### config.mk
export PLATFORM = sky130hd
export DESIGN_NAME = uart_async_receiver
export DESIGN_NICKNAME = d
export VERILOG_FILES = /design/src/uart_rx_pkg.sv /design/src/uart_async_receiver.sv
export VERILOG_INCLUDE_DIRS = /design/src /design/src/src
export SDC_FILE = /design/constraint.sdc
export NUM_CORES = 1
export LEC_CHECK = 0
export ABC_CLOCK_PERIOD_IN_PS = 2000
export BUFFER_PORTS_ARGS = -buffer_cell sky130_fd_sc_hd__clkbuf_2
export CORE_ASPECT_RATIO = 0.7
export CORE_MARGIN = 2
export CORE_UTILIZATION = 52
export CTS_BUF_LIST = sky130_fd_sc_hd__clkbuf_8
export CTS_CLUSTER_SIZE = 8
export DETAILED_ROUTE_END_ITERATION = 10
export PLACE_DENSITY_LB_ADDON = 0.25
export SYNTH_ARGS = -nofsm -noshare
export SYNTH_HDL_FRONTEND = slang
export SYNTH_SLANG_ARGS = --single-unit
### constraint.sdc
create_clock -name pclk -period 2 [get_ports pclk]
set_clock_uncertainty 0.15 [all_clocks]
set_input_delay 0.1 -clock pclk [delete_from_list [all_inputs] [get_ports pclk]]
set_output_delay 0.1 -clock pclk [all_outputs]
set_load 0.005 [all_outputs]
### src/uart_rx_regs.svh
/*
  register map, field positions, reset values and timing counts of the
  asynchronous serial receiver; assumes a 32-bit apb slave where each
  register index maps to byte address four times the index.
*/
`ifndef UART_RX_REGS_SVH
`define UART_RX_REGS_SVH

`define ADDR_W          12
// register indices as printed; byte address is four times these
`define IDX_FLAGS       8'h0C
`define IDX_RXSTAT      8'h18
`define IDX_TXDATA      8'h19
`define IDX_RXDATA      8'h1A
`define IDX_ENABLES     8'h8C
`define IDX_TXSTAT      8'h98
`define IDX_BAUD        8'h99

// receive status/control fields
`define RS_PORT_EN      7
`define RS_NINE_SEL     6
`define RS_SINGLE_RX    5
`define RS_RX_EN        4
`define RS_FRAME_ERR    2
`define RS_OVERRUN      1
`define RS_NINTH_BIT    0
// transmit status/control fields
`define TS_CLK_SRC      7
`define TS_TX_NINE      6
`define TS_TX_EN        5
`define TS_SYNC_MODE    4
`define TS_FAST_BAUD    2
`define TS_TX_EMPTY     1
`define TS_TX_NINTH     0
// fields of a queued fifo word above its eight data bits
`define FW_FRAME_ERR    9
`define FW_NINTH        8
// flag and enable position of the receive-full event
`define RX_FULL_BIT     5

`define RST_BYTE        8'h00
`define RST_TXSTAT      8'h02

// sixteen samples per bit, mid-bit at sample seven after the edge
`define OVERSAMPLE_LAST 4'hF
`define START_MID       4'h7
`define LOW_SPEED_MUL   2'h3
`define BITS_EIGHT      4'h8
`define BITS_NINE       4'h9
`define FIFO_DEPTH      2'h2

`endif

### src/uart_rx_pkg.sv
/*
  types shared by the asynchronous serial receiver; no assumptions.
*/
package uart_rx_pkg;

  typedef enum logic [1:0] {
    rx_idle,
    rx_start,
    rx_data,
    rx_stop
  } rx_state_type;

  typedef enum logic [2:0] {
    sel_none,
    sel_flags,
    sel_rxstat,
    sel_txdata,
    sel_rxdata,
    sel_enables,
    sel_txstat,
    sel_baud
  } reg_sel_type;

endpackage

### src/uart_async_receiver.sv
/*
  asynchronous serial receiver with 16x data recovery, a two-entry
  receive fifo and an apb register slave. assumes pclk at 100 MHz, the
  receive pin asynchronous to pclk, and an apb master that holds each
  request until pready.
*/
`include "uart_rx_regs.svh"
`timescale 1ns/10ps

module uart_async_receiver (
  input  wire logic               pclk,
  input  wire logic               presetn,
  input  wire logic               psel,
  input  wire logic               penable,
  input  wire logic               pwrite,
  input  wire logic [`ADDR_W-1:0] paddr,
  input  wire logic [31:0]        pwdata,
  output logic      [31:0]        prdata,
  output logic                    pready,
  output logic                    pslverr,
  input  wire logic               rx_pin,
  output logic                    irq
);

  // register storage
  logic [7:0] rxstat_ctl;
  logic [7:0] txstat_ctl;
  logic [7:0] enables;
  logic [7:0] baud_div;
  logic [7:0] tx_data;
  logic       rx_full_flag;
  logic       overrun_error;

  // fifo: {framing, ninth, data}
  logic [9:0] fifo_mem [0:1];
  logic       wr_ptr;
  logic       rd_ptr;
  logic [1:0] fifo_count;
  logic       push;
  logic       pop;
  logic       in_valid;
  logic       in_ready;
  logic [9:0] in_word;
  logic       fifo_full;
  logic       fifo_empty;

  // receiver
  logic                     rx_meta;
  logic                     rx_sync;
  logic                     rx_prev;
  logic [9:0]               tick_cnt;
  logic                     tick16;
  logic [3:0]               sample_cnt;
  logic [3:0]               bit_idx;
  logic [8:0]               shifter;
  uart_rx_pkg::rx_state_type state;
  logic                     rx_enabled;
  logic [9:0]               tick_last;
  logic [3:0]               last_bit;

  // bus
  logic                     access;
  logic                     done;
  logic                     pop_ok;
  uart_rx_pkg::reg_sel_type sel;

  function automatic uart_rx_pkg::reg_sel_type decode(
      input logic [`ADDR_W-1:0] addr);
    logic [9:0] idx;
    idx = addr[`ADDR_W-1:2];
    decode = uart_rx_pkg::sel_none;
    if (addr[1:0] == 2'h0) begin
      unique case (idx)
        {2'h0, `IDX_FLAGS}:   decode = uart_rx_pkg::sel_flags;
        {2'h0, `IDX_RXSTAT}:  decode = uart_rx_pkg::sel_rxstat;
        {2'h0, `IDX_TXDATA}:  decode = uart_rx_pkg::sel_txdata;
        {2'h0, `IDX_RXDATA}:  decode = uart_rx_pkg::sel_rxdata;
        {2'h0, `IDX_ENABLES}: decode = uart_rx_pkg::sel_enables;
        {2'h0, `IDX_TXSTAT}:  decode = uart_rx_pkg::sel_txstat;
        {2'h0, `IDX_BAUD}:    decode = uart_rx_pkg::sel_baud;
        default:              decode = uart_rx_pkg::sel_none;
      endcase
    end
  endfunction

  assign sel    = decode(paddr);
  assign access = psel && penable && !pready;
  assign done   = psel && penable && pready;

  // receiver runs only in async mode with port and receive enabled;
  // dropping receive enable parks the frame logic and also clears overrun
  assign rx_enabled = rxstat_ctl[`RS_PORT_EN] && !txstat_ctl[`TS_SYNC_MODE]
                      && rxstat_ctl[`RS_RX_EN];

  // last count of the 16x divider; low-speed range stretches by four
  assign tick_last = txstat_ctl[`TS_FAST_BAUD] ? {2'h0, baud_div}
                     : {baud_div, `LOW_SPEED_MUL};

  // index of the final data bit in a frame
  assign last_bit = rxstat_ctl[`RS_NINE_SEL] ? `BITS_NINE - 4'h1
                    : `BITS_EIGHT - 4'h1;

  // apb handshake: one wait state, pready from a flip-flop
  always_ff @(posedge pclk or negedge presetn) begin
    if (!presetn) begin
      pready <= 1'b0;
    end else begin
      pready <= access;
    end
  end

  // read data and error latched in the wait cycle
  always_ff @(posedge pclk or negedge presetn) begin
    if (!presetn) begin
      prdata  <= 32'h0000_0000;
      pslverr <= 1'b0;
      pop_ok  <= 1'b0;
    end else if (access) begin
      pslverr <= (sel == uart_rx_pkg::sel_none);
      pop_ok  <= !pwrite && (sel == uart_rx_pkg::sel_rxdata)
                 && !fifo_empty;
      prdata  <= 32'h0000_0000;
      if (!pwrite) begin
        unique case (sel)
          uart_rx_pkg::sel_flags:
            prdata[`RX_FULL_BIT] <= rx_full_flag;
          uart_rx_pkg::sel_rxstat: begin
            prdata[7:4]      <= rxstat_ctl[7:4];
            // status reflects the word at the fifo head
            prdata[`RS_FRAME_ERR] <= fifo_mem[rd_ptr][`FW_FRAME_ERR];
            prdata[`RS_OVERRUN]   <= overrun_error;
            prdata[`RS_NINTH_BIT] <= fifo_mem[rd_ptr][`FW_NINTH];
          end
          uart_rx_pkg::sel_rxdata:
            prdata[7:0] <= fifo_mem[rd_ptr][7:0];
          uart_rx_pkg::sel_enables:
            prdata[7:0] <= enables;
          uart_rx_pkg::sel_txstat: begin
            prdata[7:0]      <= txstat_ctl;
            // no transmitter here, so its shifter always reads empty
            prdata[`TS_TX_EMPTY] <= 1'b1;
          end
          uart_rx_pkg::sel_baud:
            prdata[7:0] <= baud_div;
          uart_rx_pkg::sel_none,
          uart_rx_pkg::sel_txdata:
            prdata[7:0] <= 8'h00; // write-only and unmapped read zero
        endcase
      end
    end else begin
      pslverr <= 1'b0;
      pop_ok  <= 1'b0;
    end
  end

  // control registers; writes land at the completing edge
  always_ff @(posedge pclk or negedge presetn) begin
    if (!presetn) begin
      rxstat_ctl <= `RST_BYTE;
      txstat_ctl <= `RST_TXSTAT;
      enables    <= `RST_BYTE;
      baud_div   <= `RST_BYTE;
      tx_data    <= `RST_BYTE;
    end else if (done && pwrite) begin
      unique case (sel)
        uart_rx_pkg::sel_rxstat:
          rxstat_ctl <= {pwdata[7:4], 4'h0};
        uart_rx_pkg::sel_txstat: begin
          txstat_ctl <= {pwdata[7:4], 1'b0, pwdata[2], 1'b0,
                         pwdata[0]};
        end
        uart_rx_pkg::sel_enables:
          enables <= pwdata[7:0];
        uart_rx_pkg::sel_baud:
          baud_div <= pwdata[7:0];
        uart_rx_pkg::sel_txdata:
          tx_data <= pwdata[7:0];
        uart_rx_pkg::sel_none,
        uart_rx_pkg::sel_flags,
        uart_rx_pkg::sel_rxdata: begin
          // flag and receive data ignore writes; no error raised
        end
      endcase
    end
  end

  // interrupt request, gated by the receive-full interrupt enable bit
  always_ff @(posedge pclk or negedge presetn) begin
    if (!presetn) begin
      irq <= 1'b0;
    end else begin
      irq <= rx_full_flag && enables[`RX_FULL_BIT];
    end
  end

  // pin synchroniser; only the second stage is used
  always_ff @(posedge pclk or negedge presetn) begin
    if (!presetn) begin
      rx_meta <= 1'b1;
      rx_sync <= 1'b1;
    end else begin
      rx_meta <= rx_pin;
      rx_sync <= rx_meta;
    end
  end

  // 16x tick: divisor+1 pclks, times four in low-speed range
  always_ff @(posedge pclk or negedge presetn) begin
    if (!presetn) begin
      tick_cnt <= 10'h000;
      tick16   <= 1'b0;
    end else if (!rx_enabled) begin
      tick_cnt <= 10'h000;
      tick16   <= 1'b0;
    end else begin
      if (tick_cnt == tick_last) begin
        tick_cnt <= 10'h000;
        tick16   <= 1'b1;
      end else begin
        tick_cnt <= tick_cnt + 10'h001;
        tick16   <= 1'b0;
      end
    end
  end

  // frame state machine on the 16x ticks
  always_ff @(posedge pclk or negedge presetn) begin
    if (!presetn) begin
      state      <= uart_rx_pkg::rx_idle;
      sample_cnt <= 4'h0;
      bit_idx    <= 4'h0;
      shifter    <= 9'h000;
      rx_prev    <= 1'b1;
      in_valid   <= 1'b0;
      in_word    <= 10'h000;
    end else if (!rx_enabled) begin
      state    <= uart_rx_pkg::rx_idle;
      rx_prev  <= 1'b1;
      in_valid <= 1'b0;
    end else begin
      in_valid <= 1'b0;
      if (tick16) begin
        rx_prev <= rx_sync;
        unique case (state)
          uart_rx_pkg::rx_idle: begin
            if (rx_prev && !rx_sync) begin
              state      <= uart_rx_pkg::rx_start;
              sample_cnt <= 4'h0;
            end
          end
          uart_rx_pkg::rx_start: begin
            if (sample_cnt == `START_MID) begin
              sample_cnt <= 4'h0;
              bit_idx    <= 4'h0;
              shifter    <= 9'h000;
              // glitch shorter than half a bit is not a start
              state <= rx_sync ? uart_rx_pkg::rx_idle
                               : uart_rx_pkg::rx_data;
            end else begin
              sample_cnt <= sample_cnt + 4'h1;
            end
          end
          uart_rx_pkg::rx_data: begin
            if (sample_cnt == `OVERSAMPLE_LAST) begin
              sample_cnt        <= 4'h0;
              shifter[bit_idx]  <= rx_sync;
              bit_idx           <= bit_idx + 4'h1;
              if (bit_idx == last_bit) begin
                state <= uart_rx_pkg::rx_stop;
              end
            end else begin
              sample_cnt <= sample_cnt + 4'h1;
            end
          end
          uart_rx_pkg::rx_stop: begin
            if (sample_cnt == `OVERSAMPLE_LAST) begin
              sample_cnt <= 4'h0;
              state      <= uart_rx_pkg::rx_idle;
              in_valid   <= 1'b1;
              // stop sampled low marks a framing error
              in_word <= {!rx_sync,
                          rxstat_ctl[`RS_NINE_SEL] & shifter[8],
                          shifter[7:0]};
            end else begin
              sample_cnt <= sample_cnt + 4'h1;
            end
          end
        endcase
      end
    end
  end

  // fifo accepts only with room and no pending overrun
  // occupancy decodes shared by the push gate, overrun and pop
  assign fifo_full  = (fifo_count == `FIFO_DEPTH);
  assign fifo_empty = (fifo_count == 2'h0);
  assign in_ready = !fifo_full && !overrun_error;
  assign push     = in_valid && in_ready;
  assign pop      = done && pop_ok;

  // one word register per entry, loaded only when the write pointer
  // selects it
  for (genvar e = 0; e < `FIFO_DEPTH; e++) begin : g_entry
    always_ff @(posedge pclk or negedge presetn) begin
      if (!presetn) begin
        fifo_mem[e] <= 10'h000;
      end else if (push && wr_ptr == 1'(e)) begin
        fifo_mem[e] <= in_word;
      end
    end
  end

  always_ff @(posedge pclk or negedge presetn) begin
    if (!presetn) begin
      wr_ptr      <= 1'b0;
      rd_ptr      <= 1'b0;
      fifo_count  <= 2'h0;
    end else begin
      if (push) begin
        wr_ptr <= !wr_ptr;
      end
      if (pop) begin
        rd_ptr <= !rd_ptr;
      end
      if (push && !pop) begin
        fifo_count <= fifo_count + 2'h1;
      end else if (pop && !push) begin
        fifo_count <= fifo_count - 2'h1;
      end
    end
  end

  // receive-full tracks fifo occupancy; software cannot write it
  always_ff @(posedge pclk or negedge presetn) begin
    if (!presetn) begin
      rx_full_flag <= 1'b0;
    end else begin
      // push in the same cycle as the last pop keeps the flag set
      rx_full_flag <= push || (fifo_count > 2'h1)
                      || (fifo_count == 2'h1 && !pop);
    end
  end

  // overrun: set on full fifo at stop, cleared with receive disable
  always_ff @(posedge pclk or negedge presetn) begin
    if (!presetn) begin
      overrun_error <= 1'b0;
    end else begin
      // set wins over a clear that falls in the same cycle
      if (in_valid && fifo_full) begin
        overrun_error <= 1'b1;
      end else if (!rxstat_ctl[`RS_RX_EN]) begin
        overrun_error <= 1'b0;
      end
    end
  end

endmodule

==> results of run 1 <==
what timing repair did:
| action | 4_1_cts | 5_1_grt |
|---|---|---|
| setup endpoints to repair | 16 | 33 |
| hold buffers | 14 | 0 |
| gates cloned | 0 | 0 |
| resized for setup | 3 | 13 |
| pin swaps | 2 | 3 |
| endpoints found under the hold margin | 135 | 0 |
power groups by stage:
stage,Combinational (mW),Clock (mW),Sequential (mW)
6_report,0.199,1.29,2.19
5_1_grt,0.223,1.40,2.19
4_1_cts,0.199,1.32,2.19
3_5_place_dp,0.178,0,2.24
3_3_place_gp,0.175,0,2.24
2_1_floorplan,0.0941,0,2.24
synth_stat cells, types with 6 or more instances:
cell type	n	area share, %
inv_1	18	1.2
nand2_1	71	4.8
nand3_1	23	2.1
mux2i_1	28	5.1
buf_4	24	3.3
mux2_2	47	9.6
nor4_1	8	0.90
ha_1	10	2.3
xnor2_1	11	1.7
o21ai_0	25	2.3
nor2_1	45	3.0
nand4_1	6	0.68
nor2b_1	7	0.79
dfrtp_1	105	47
nor3_1	9	0.81
clkbuf_1	13	0.88
a21oi_1	8	0.72
flip-flops by register name, summed over array words and instances, names as in the netlist, 6 cells and up:
register	flops
fifo_mem	20
in_word	10
tick_cnt	10
shifter	9
baud_div	8
enables	8
prdata	8
txstat_ctl	6
per-layer routing:
layer / part of all wire, % / wire length (µm) / vias to the layer above
met1: 47 / 6090 / 2053
met4: 2.1 / 269 / 0
met2: 44 / 5720 / 157
met5: 0 / 0 / -
li1: - / - / 2039
met3: 6.1 / 789 / 24
worst paths after layout:
check / startpoint / to / slack (ns) / cells past startpoint
worst min-delay path: presetn / txstat_ctl[6] / 0.07 / 2
min in group pclk: paddr[9] / prdata[5] / 0.11 / 5
worst max-delay path: state[1] / bit_idx[3] / 0.02 / 5
worst max register to register: state[1] / bit_idx[3] / 0.02 / 5
worst min register to register: rx_meta / rx_sync / 0.21 / 0
max in group asynchronous: presetn / rx_prev / 0.92 / 3
cell families (layout without fill, tap and decap cells):
family / count (synthesis) / in the layout / synth area share [%]
xor+xnor: 16 / 16 / 2.53
simple gates: 195 / 195 / 16.8
mux: 75 / 75 / 14.6
other cells: 1 / 24 / 0.0677
flops: 108 / 108 / 48.8
fa+ha+maj: 10 / 10 / 2.26
compound gates: 74 / 74 / 8.92
buf+inv: 60 / 141 / 5.98
per-stage QoR:
stage	setup TNS [ns]	cells	setup WS [ns]
6_report	0	775	0.0211
5_1_grt	-0.377	775	-0.0750
4_1_cts	0	775	0.000962
3_5_place_dp	-3.45	745	-0.239
3_3_place_gp	-1.85	745	-0.156
2_1_floorplan	-4.29	562	-0.273
final cells by class:
type | instances | area (µm²) | area share [%]
Sequential cell | 108 | 2710 | 41.1
Multi-Input combinational cell | 394 | 2680 | 40.7
Timing Repair Buffer | 106 | 768 | 11.7
Tap cell | 132 | 165 | 2.51
Clock buffer | 9 | 124 | 1.88
Inverter | 19 | 75.1 | 1.14
Clock inverter | 7 | 63.8 | 0.970
==> out/qor.txt, run 1 <==
status -> complete, no violations
Post-DP Area -> 6180 µm²
Pleak -> 3.19 nW
ANT cells -> 0
Max FO, Critical Path -> 5
fillers -> 826
min cycle time layout -> 1.98 ns
Clock Latency Late Sink -> 0.38 ns
number of detailed-route iterations in the first pass -> 6
GR Layer Usage met3 -> 4.86%
Worst path slowest cell -> dfrtp_1
GRT Util Overall -> 23.4%
DP Wirelength -> 9.54 mm
Vias -> 4273
sw power -> 0.847 mW
clock net sink count -> 108
most frequent cells in the layout -> dfrtp_1, nand2_1, buf_4
clk buf depth -> 2
vias in the first global route -> 4195
YS warnings -> 0
Cells after Synth -> 539
worst hold margin -> 0.0685 ns
Starting Density -> 53.5%
Avg WL per Cell -> 16.6 µm
worst hold-check path type -> in2async
GRT met1 Usage -> 34.8%
drt total wl -> 12.9 mm
clock root buffer -> clkbuf_8
P_int -> 2.84 mW
Vias/cell -> 5.51
die height -> 90.4 µm
CTS H-tree lvls -> 3
Die Area -> 11500 µm²
Clock power frac -> 35.0%
Num CTS Buffers -> 9
initial drt markers -> 356
max_slew headroom -> 65.1%
Worst Tran Pin Value -> 0.519 ns
Max Freq -> 505 MHz
Row Count -> 31
commonest non-fill, non-tap cell in the layout -> dfrtp_1
# IOs -> 85
Area Overhead vs Synth -> 18.8%
Max VDD drop -> 0.000291 V
switching share of total power -> 23.0%
Seq/Total Area, Yosys -> 48.8%
Post-synth ARST share -> 100%
met2 GRT Util -> 34.4%
post-route cell area -> 6580 µm²
die width -> 127 µm
EDFF count, synth -> 0
Critical Path Source Type -> flip-flop
Core Util, Final -> 63.5%
RSZ-0062 raised after global routing -> yes
Post-synth top flop -> dfrtp_1
first-pass GRT wire length -> 21.2 mm
crit path DAT -> 2.14 ns
distinct cell type count after synthesis -> 61
synthesized area -> 5540 µm²
Max Cap Viol -> 0
crit share post-route -> 98.9%
number of port buffers -> 36
initial antenna violation count -> 0
flops & latches, synth -> 108
Fin. Hold Viols -> 0
Power Total -> 3.68 mW
CP Class -> reg2reg
gpl congestion -> 0.966
Pwr Density -> 560 nW/µm²
Max Transition Viols Final -> 0
TritonCTS clock tree -> yes
Comb pwr share -> 5.4%
average cell area after synthesis -> 10.3 µm²
total grt overflow -> 0
core region area -> 10400 µm²
most used routing layer -> met1
cells along the critical path -> or3b_4, a211o_4, buf_4, or3_1, a21oi_1
Setup Viol. Count Final -> 0
fin nets -> 698
largest net degree at the start of global routing -> 58
Post CTS Setup Buffer Count -> 0
critical path required time -> 2.16 ns
Clock Pin Slew Worst Setup and Hold Paths -> 0.11 ns
DRT antenna net count -> 0
critical path's largest stage delay -> 0.39 ns
Worst Path Buf+Inv -> 1
ratio of cells with drive above 1 in the final layout -> 27.7%
sequential fraction of design power -> 59.5%
endpoint class of the critical path -> flip-flop
Crit path max-delay family -> simple AND/OR/NAND/NOR gates
drc violations -> 0
No activity file was read; power rests on OpenSTA's default activity.
==> run 2: changes to the inputs <==
--- a/config.mk
+++ b/config.mk
@@ -6,6 +6,7 @@
 export SDC_FILE = /design/constraint.sdc
 export NUM_CORES = 1
 export LEC_CHECK = 0
+export ABC_AREA = 1
 export ABC_CLOCK_PERIOD_IN_PS = 2000
 export BUFFER_PORTS_ARGS = -buffer_cell sky130_fd_sc_hd__clkbuf_2
 export CORE_ASPECT_RATIO = 0.7
==> run 2 against run 1 <==
Worst hold slack better by 0.012 ns. Die area is 5.7% higher. Synthesized cell count is 30% higher. Utilization is 3.1 points lower. Count of clock-buffer cells in the layout stayed put. Combinational power is 4% lower. Non-clock buffer count is 36 lower. Final cell count is 20% higher. Routed wire length is 3.2% lower. Highest routed layer unchanged.
==> out/qor.txt, run 2 <==
Max Transition Viols Final -> 0
critical path required time -> 2.11 ns
Synth area leader -> dfrtp_1
Area contributors post-synth -> dfrtp_1, nand2_1, nor2_1
sw power -> 0.884 mW
min cycle time layout -> 1.87 ns
crit path DAT -> 1.98 ns
synthesized area -> 5870 µm²
Clock Pin Slew Worst Setup and Hold Paths -> 0.10 ns
fin worst setup slack -> 0.130 ns
gpl congestion -> 0.847
most frequent cells in the layout -> nand2_1, dfrtp_1, nor2_1
endpoint class of the critical path -> flip-flop
fin nets -> 829
Pwr Density -> 560 nW/µm²
commonest non-fill, non-tap cell in the layout -> nand2_1
# IOs -> 85
Avg WL per Cell -> 13.4 µm
Hold EP -> pop_ok
GRT Util Overall -> 21.5%
Seq/Total Area, Yosys -> 46.1%
die width -> 131 µm
Area Overhead vs Synth -> 13.4%
reg-to-reg slack, setup -> 0.13 ns
flip-flop count of the largest register after layout -> 20
average cell area after synthesis -> 8.38 µm²
area share of the largest cell type after synthesis -> 44.8%
Finished Layout Cells -> 927
core region area -> 11000 µm²
ratio of cells with drive above 1 in the final layout -> 20.7%
switching share of total power -> 23.7%
flops & latches, synth -> 108
hold_sp -> paddr[0]
biggest regs -> fifo_mem x20, in_word x10, tick_cnt x10
drt total wl -> 12.4 mm
status -> complete, no violations
drc violations -> 0
Max FO, Critical Path -> 8
Die Area -> 12200 µm²
Max Freq -> 535 MHz
sequential fraction of design power -> 58.8%
Vias/cell -> 5.06
largest net degree at the start of global routing -> 52
worst hold-check path type -> in2reg
Cells after Synth -> 700
initial antenna violation count -> 0
Post-synth ARST share -> 100%
Critical Path Source Type -> flip-flop
Largest Register -> fifo_mem
clock net sink count -> 108
Starting Density -> 53.3%
first-pass GRT wire length -> 20.6 mm
Setup Viol. Count Final -> 0
post-route cell area -> 6660 µm²
distinct cell type count after synthesis -> 50
fillers -> 971
P_int -> 2.84 mW
DRT antenna net count -> 0
Pleak -> 3.24 nW
Reg-to-Reg Start -> sample_cnt[0]
hold depth -> 4
RSZ-0062 raised after global routing -> yes
ANT cells -> 0
Row Count -> 32
clock root buffer -> clkbuf_8
top-count cell post-synth -> nand2_1
Post-synth top flop -> dfrtp_1
Inst Count DP -> 889
Num CTS Buffers -> 9
Clock power frac -> 36.1%
R2R cell count -> 8
YS warnings -> 0
initial drt markers -> 424
crit share post-route -> 93.5%
CP Class -> reg2reg
Worst R2R End -> shifter[2]
Fin. Hold Viols -> 0
Vias -> 4687
DP Wirelength -> 9.06 mm
clk buf depth -> 2
number of detailed-route iterations in the first pass -> 5
Comb pwr share -> 5.1%
Max Cap Viol -> 0
Post-DP Area -> 6180 µm²
Core Util, Final -> 60.4%
total grt overflow -> 0
CTS H-tree lvls -> 3
Commonest cells post-synth -> nand2_1, dfrtp_1, nor2_1, inv_1, o21ai_0
pre-CTS setup slack -> 0.0241 ns
vias in the first global route -> 4425
die height -> 92.9 µm
TritonCTS clock tree -> yes
number of port buffers -> 36
EDFF count, synth -> 0
Clock Latency Late Sink -> 0.37 ns
Max VDD drop -> 0.000422 V
-- run 2: cell types whose count changed after synthesis, sizes merged, moves of 14 or more --
cell / delta
inv: +65
mux2i: -24
mux2: -47
nand4: +14
nor2: +44
o21ai: +49
nand2: +108
-- run 2: what timing repair did --
item / CTS / global route
setup buffers: 0 / 7
resized for setup: 0 / 29
hold endpoints to repair: 115 / 0
setup endpoints to repair: 0 / 31
hold buffers: 14 / 0
-- run 2: per-stage QoR --
step	hold WS, ns	setup TNS [ns]	power [mW]
6_report	0.0802	0	3.72
3_5_place_dp	-0.0569	0	2.40
2_1_floorplan	-0.346	0	2.33
5_1_grt	0.0959	-0.0350	3.87
4_1_cts	0.0664	0	3.77
3_3_place_gp	-0.0597	0	2.40
-- run 2: per-layer routing --
metal | part of all wire, % | GRT usage [%]
met3 | 5.2 | 5.49
met2 | 47 | 33.9
met5 | 0 | 0
met1 | 47 | 30.2
met4 | 0.95 | 4.43
-- run 2: how the worst max path moves through the flow --
stage                  startpoint           end  slack (ns)  cells after the start
finish              sample_cnt[0]    shifter[2]        0.13                      8
global route        sample_cnt[0]    shifter[1]       -0.02                      8
CTS                 sample_cnt[1]    shifter[4]       0.004                      8
detailed placement  sample_cnt[1]    shifter[4]        0.02                      8
global placement    sample_cnt[1]    shifter[7]        0.14                      8
floorplan           fifo_count[0]  fifo_mem[11]        0.16                      8
-- run 2: critical path, stage by stage (launching register included) --
cell and delay, ns:
dfrtp_1 0.36, ha_1 0.18, nand2_2 0.10, o21ai_2 0.19
nand2_4 0.08, nor2_4 0.26, inv_2 0.11, nor2_4 0.23
nor2_1 0.08
-- run 2: cells by family after synthesis --
kind of cell	synth area share [%]
other	0.0639
AND/OR/NAND/NOR	27.5
flip-flops	46.1
multiplexers	0.682
adder cells (fa/ha/maj)	2.13
XOR/XNOR	3.28
buffers and inverters	10.3
AO/OA/AOI/OAI	9.87
-- run 2: power by group through the flow --
stage / Sequential [mW] / Clock [mW] / Combinational, mW
finish: 2.19 / 1.34 / 0.191
global route: 2.19 / 1.46 / 0.219
CTS: 2.19 / 1.39 / 0.191
detailed placement: 2.23 / 0 / 0.169
global placement: 2.23 / 0 / 0.164
floorplan: 2.23 / 0 / 0.0999
-- run 2: area by class of cell --
cell class | count | area [µm²] | share of cell area [%]
multi-input combinational | 493 | 2730 | 41.0
sequential | 108 | 2710 | 40.7
timing repair buffer | 70 | 483 | 7.26
inverter | 87 | 345 | 5.19
tap | 153 | 191 | 2.88
clock buffer | 9 | 124 | 1.86
clock inverter | 7 | 76.3 | 1.15
==> run 3: changes to the inputs <==
--- a/config.mk
+++ b/config.mk
@@ -15,7 +15,7 @@
 export CTS_BUF_LIST = sky130_fd_sc_hd__clkbuf_8
 export CTS_CLUSTER_SIZE = 8
 export DETAILED_ROUTE_END_ITERATION = 10
-export PLACE_DENSITY_LB_ADDON = 0.25
+export PLACE_DENSITY = 0.76
 export SYNTH_ARGS = -nofsm -noshare
 export SYNTH_HDL_FRONTEND = slang
 export SYNTH_SLANG_ARGS = --single-unit
==> run 3 against run 2 <==
Utilization down 0.91 points. Fmax shrank 1.3%. Clock power decreased by 4%. Critical path depth unchanged. First-iteration DRC count is 21% lower. Sequential power about the same. Worst hold slack worse by 0.026 ns.
==> out/qor.txt, run 3 (synthesis results as in run 2) <==
Max Transition Viols Final -> 0
Max VDD drop -> 0.000280 V
die width -> 131 µm
Max FO, Critical Path -> 9
Num CTS Buffers -> 9
crit share post-route -> 94.8%
DP Wirelength -> 8.94 mm
worst hold margin -> 0.0546 ns
biggest regs -> fifo_mem x20, in_word x10, tick_cnt x10
drc violations -> 0
Setup Viol. Count Final -> 0
Max Freq -> 528 MHz
core region area -> 11000 µm²
clock net sink count -> 108
Core Util, Final -> 59.5%
Max Cap Viol -> 0
RSZ-0062 raised after global routing -> no
CTS H-tree lvls -> 3
status -> complete, no violations
critical path required time -> 2.12 ns
Post-DP Area -> 6180 µm²
largest net degree at the start of global routing -> 46
Post CTS Setup Buffer Count -> 0
die height -> 92.9 µm
worst hold-check path type -> in2reg
clk buf depth -> 2
Pwr Density -> 559 nW/µm²
Power Total -> 3.66 mW
clock root buffer -> clkbuf_8
ANT cells -> 0
Starting Density -> 53.3%
Vias/cell -> 5.04
total grt overflow -> 0
Clock Latency Late Sink -> 0.38 ns
Largest Register -> fifo_mem
ratio of cells with drive above 1 in the final layout -> 18.5%
most frequent cells in the layout -> nand2_1, dfrtp_1, inv_1, nor2_1, o21ai_0
CP Class -> in2reg
initial antenna violation count -> 0
gpl congestion -> 0.882
vias in the first global route -> 4352
Fin. Hold Viols -> 0
fin nets -> 822
post-route cell area -> 6560 µm²
number of detailed-route iterations in the first pass -> 4
Row Count -> 32
crit path DAT -> 2.01 ns
Clock Pin Slew Worst Setup and Hold Paths -> 0.10 ns
min cycle time layout -> 1.90 ns
# IOs -> 85
Pleak -> 3.19 nW
commonest non-fill, non-tap cell in the layout -> nand2_1
GRT Util Overall -> 20.8%
setup_tns -> 0 ns
Vias -> 4638
initial drt markers -> 333
Avg WL per Cell -> 12.9 µm
Area Overhead vs Synth -> 11.7%
Die Area -> 12200 µm²
first-pass GRT wire length -> 20.0 mm
endpoint class of the critical path -> flip-flop
flip-flop count of the largest register after layout -> 20
number of port buffers -> 36
TritonCTS clock tree -> yes
DRT antenna net count -> 0
Critical Path Source Type -> primary input
drt total wl -> 11.9 mm
[run 3: report_power, final]
group          internal (mW)  total (mW)  switching, mW  leakage (nW)
Sequential              2.19        2.19        0.00275          1.49
Clock                  0.566        1.28          0.715         0.105
Combinational         0.0623       0.190          0.128          1.59
Total                   2.82        3.66          0.845          3.19
[run 3: final timing paths]
path / from / to / slack [ns] / depth (start not counted)
min: paddr[0] / pop_ok / 0.05 / 4
max in group asynchronous: presetn / rx_meta / 0.97 / 3
max reg2reg: fifo_count[0] / fifo_mem[13] / 0.13 / 8
max: penable / pslverr / 0.10 / 8
min in group asynchronous: presetn / enables[0] / 0.07 / 2
min reg2reg: rx_meta / rx_sync / 0.21 / 0
[run 3: area by class of cell]
type,count,area (µm²)
clock inverter,7,61.3
multi-input combinational,493,2690
fill,954,4460
sequential,108,2710
tap,153,191
timing repair buffer,63,433
clock buffer,9,124
inverter,87,345
[run 3: what timing repair did]
action / in CTS / in global routing
endpoints found under the hold margin: 137 / 0
hold buffers: 14 / 0
resized for setup: 0 / 17
setup endpoints to repair: 0 / 31
[run 3: metrics by stage]
| stage | instances | worst slack, ns |
|---|---|---|
| 2_1_floorplan | 723 | 0.157 |
| 3_3_place_gp | 889 | 0.145 |
| 3_5_place_dp | 889 | 0.0715 |
| 4_1_cts | 919 | 0.0269 |
| 5_1_grt | 920 | 0.00224 |
| 6_report | 920 | 0.105 |
[run 3: critical path: stages]
cell,delay [ns]
dlygate4sd3_1,0.53
clkbuf_2,0.11
nand2_1,0.06
dlygate4sd3_1,0.57
nor2_2,0.12
inv_2,0.05
buf_4,0.17
nor4_1,0.31
[run 3: layer usage]
metal	vias to the layer above	global-route usage [%]	share of wire [%]
li1	2318	-	-
met1	2225	29.1	49
met2	86	33.3	47
met3	9	4.33	3.3
met4	0	4.79	0.96
met5	-	0	0
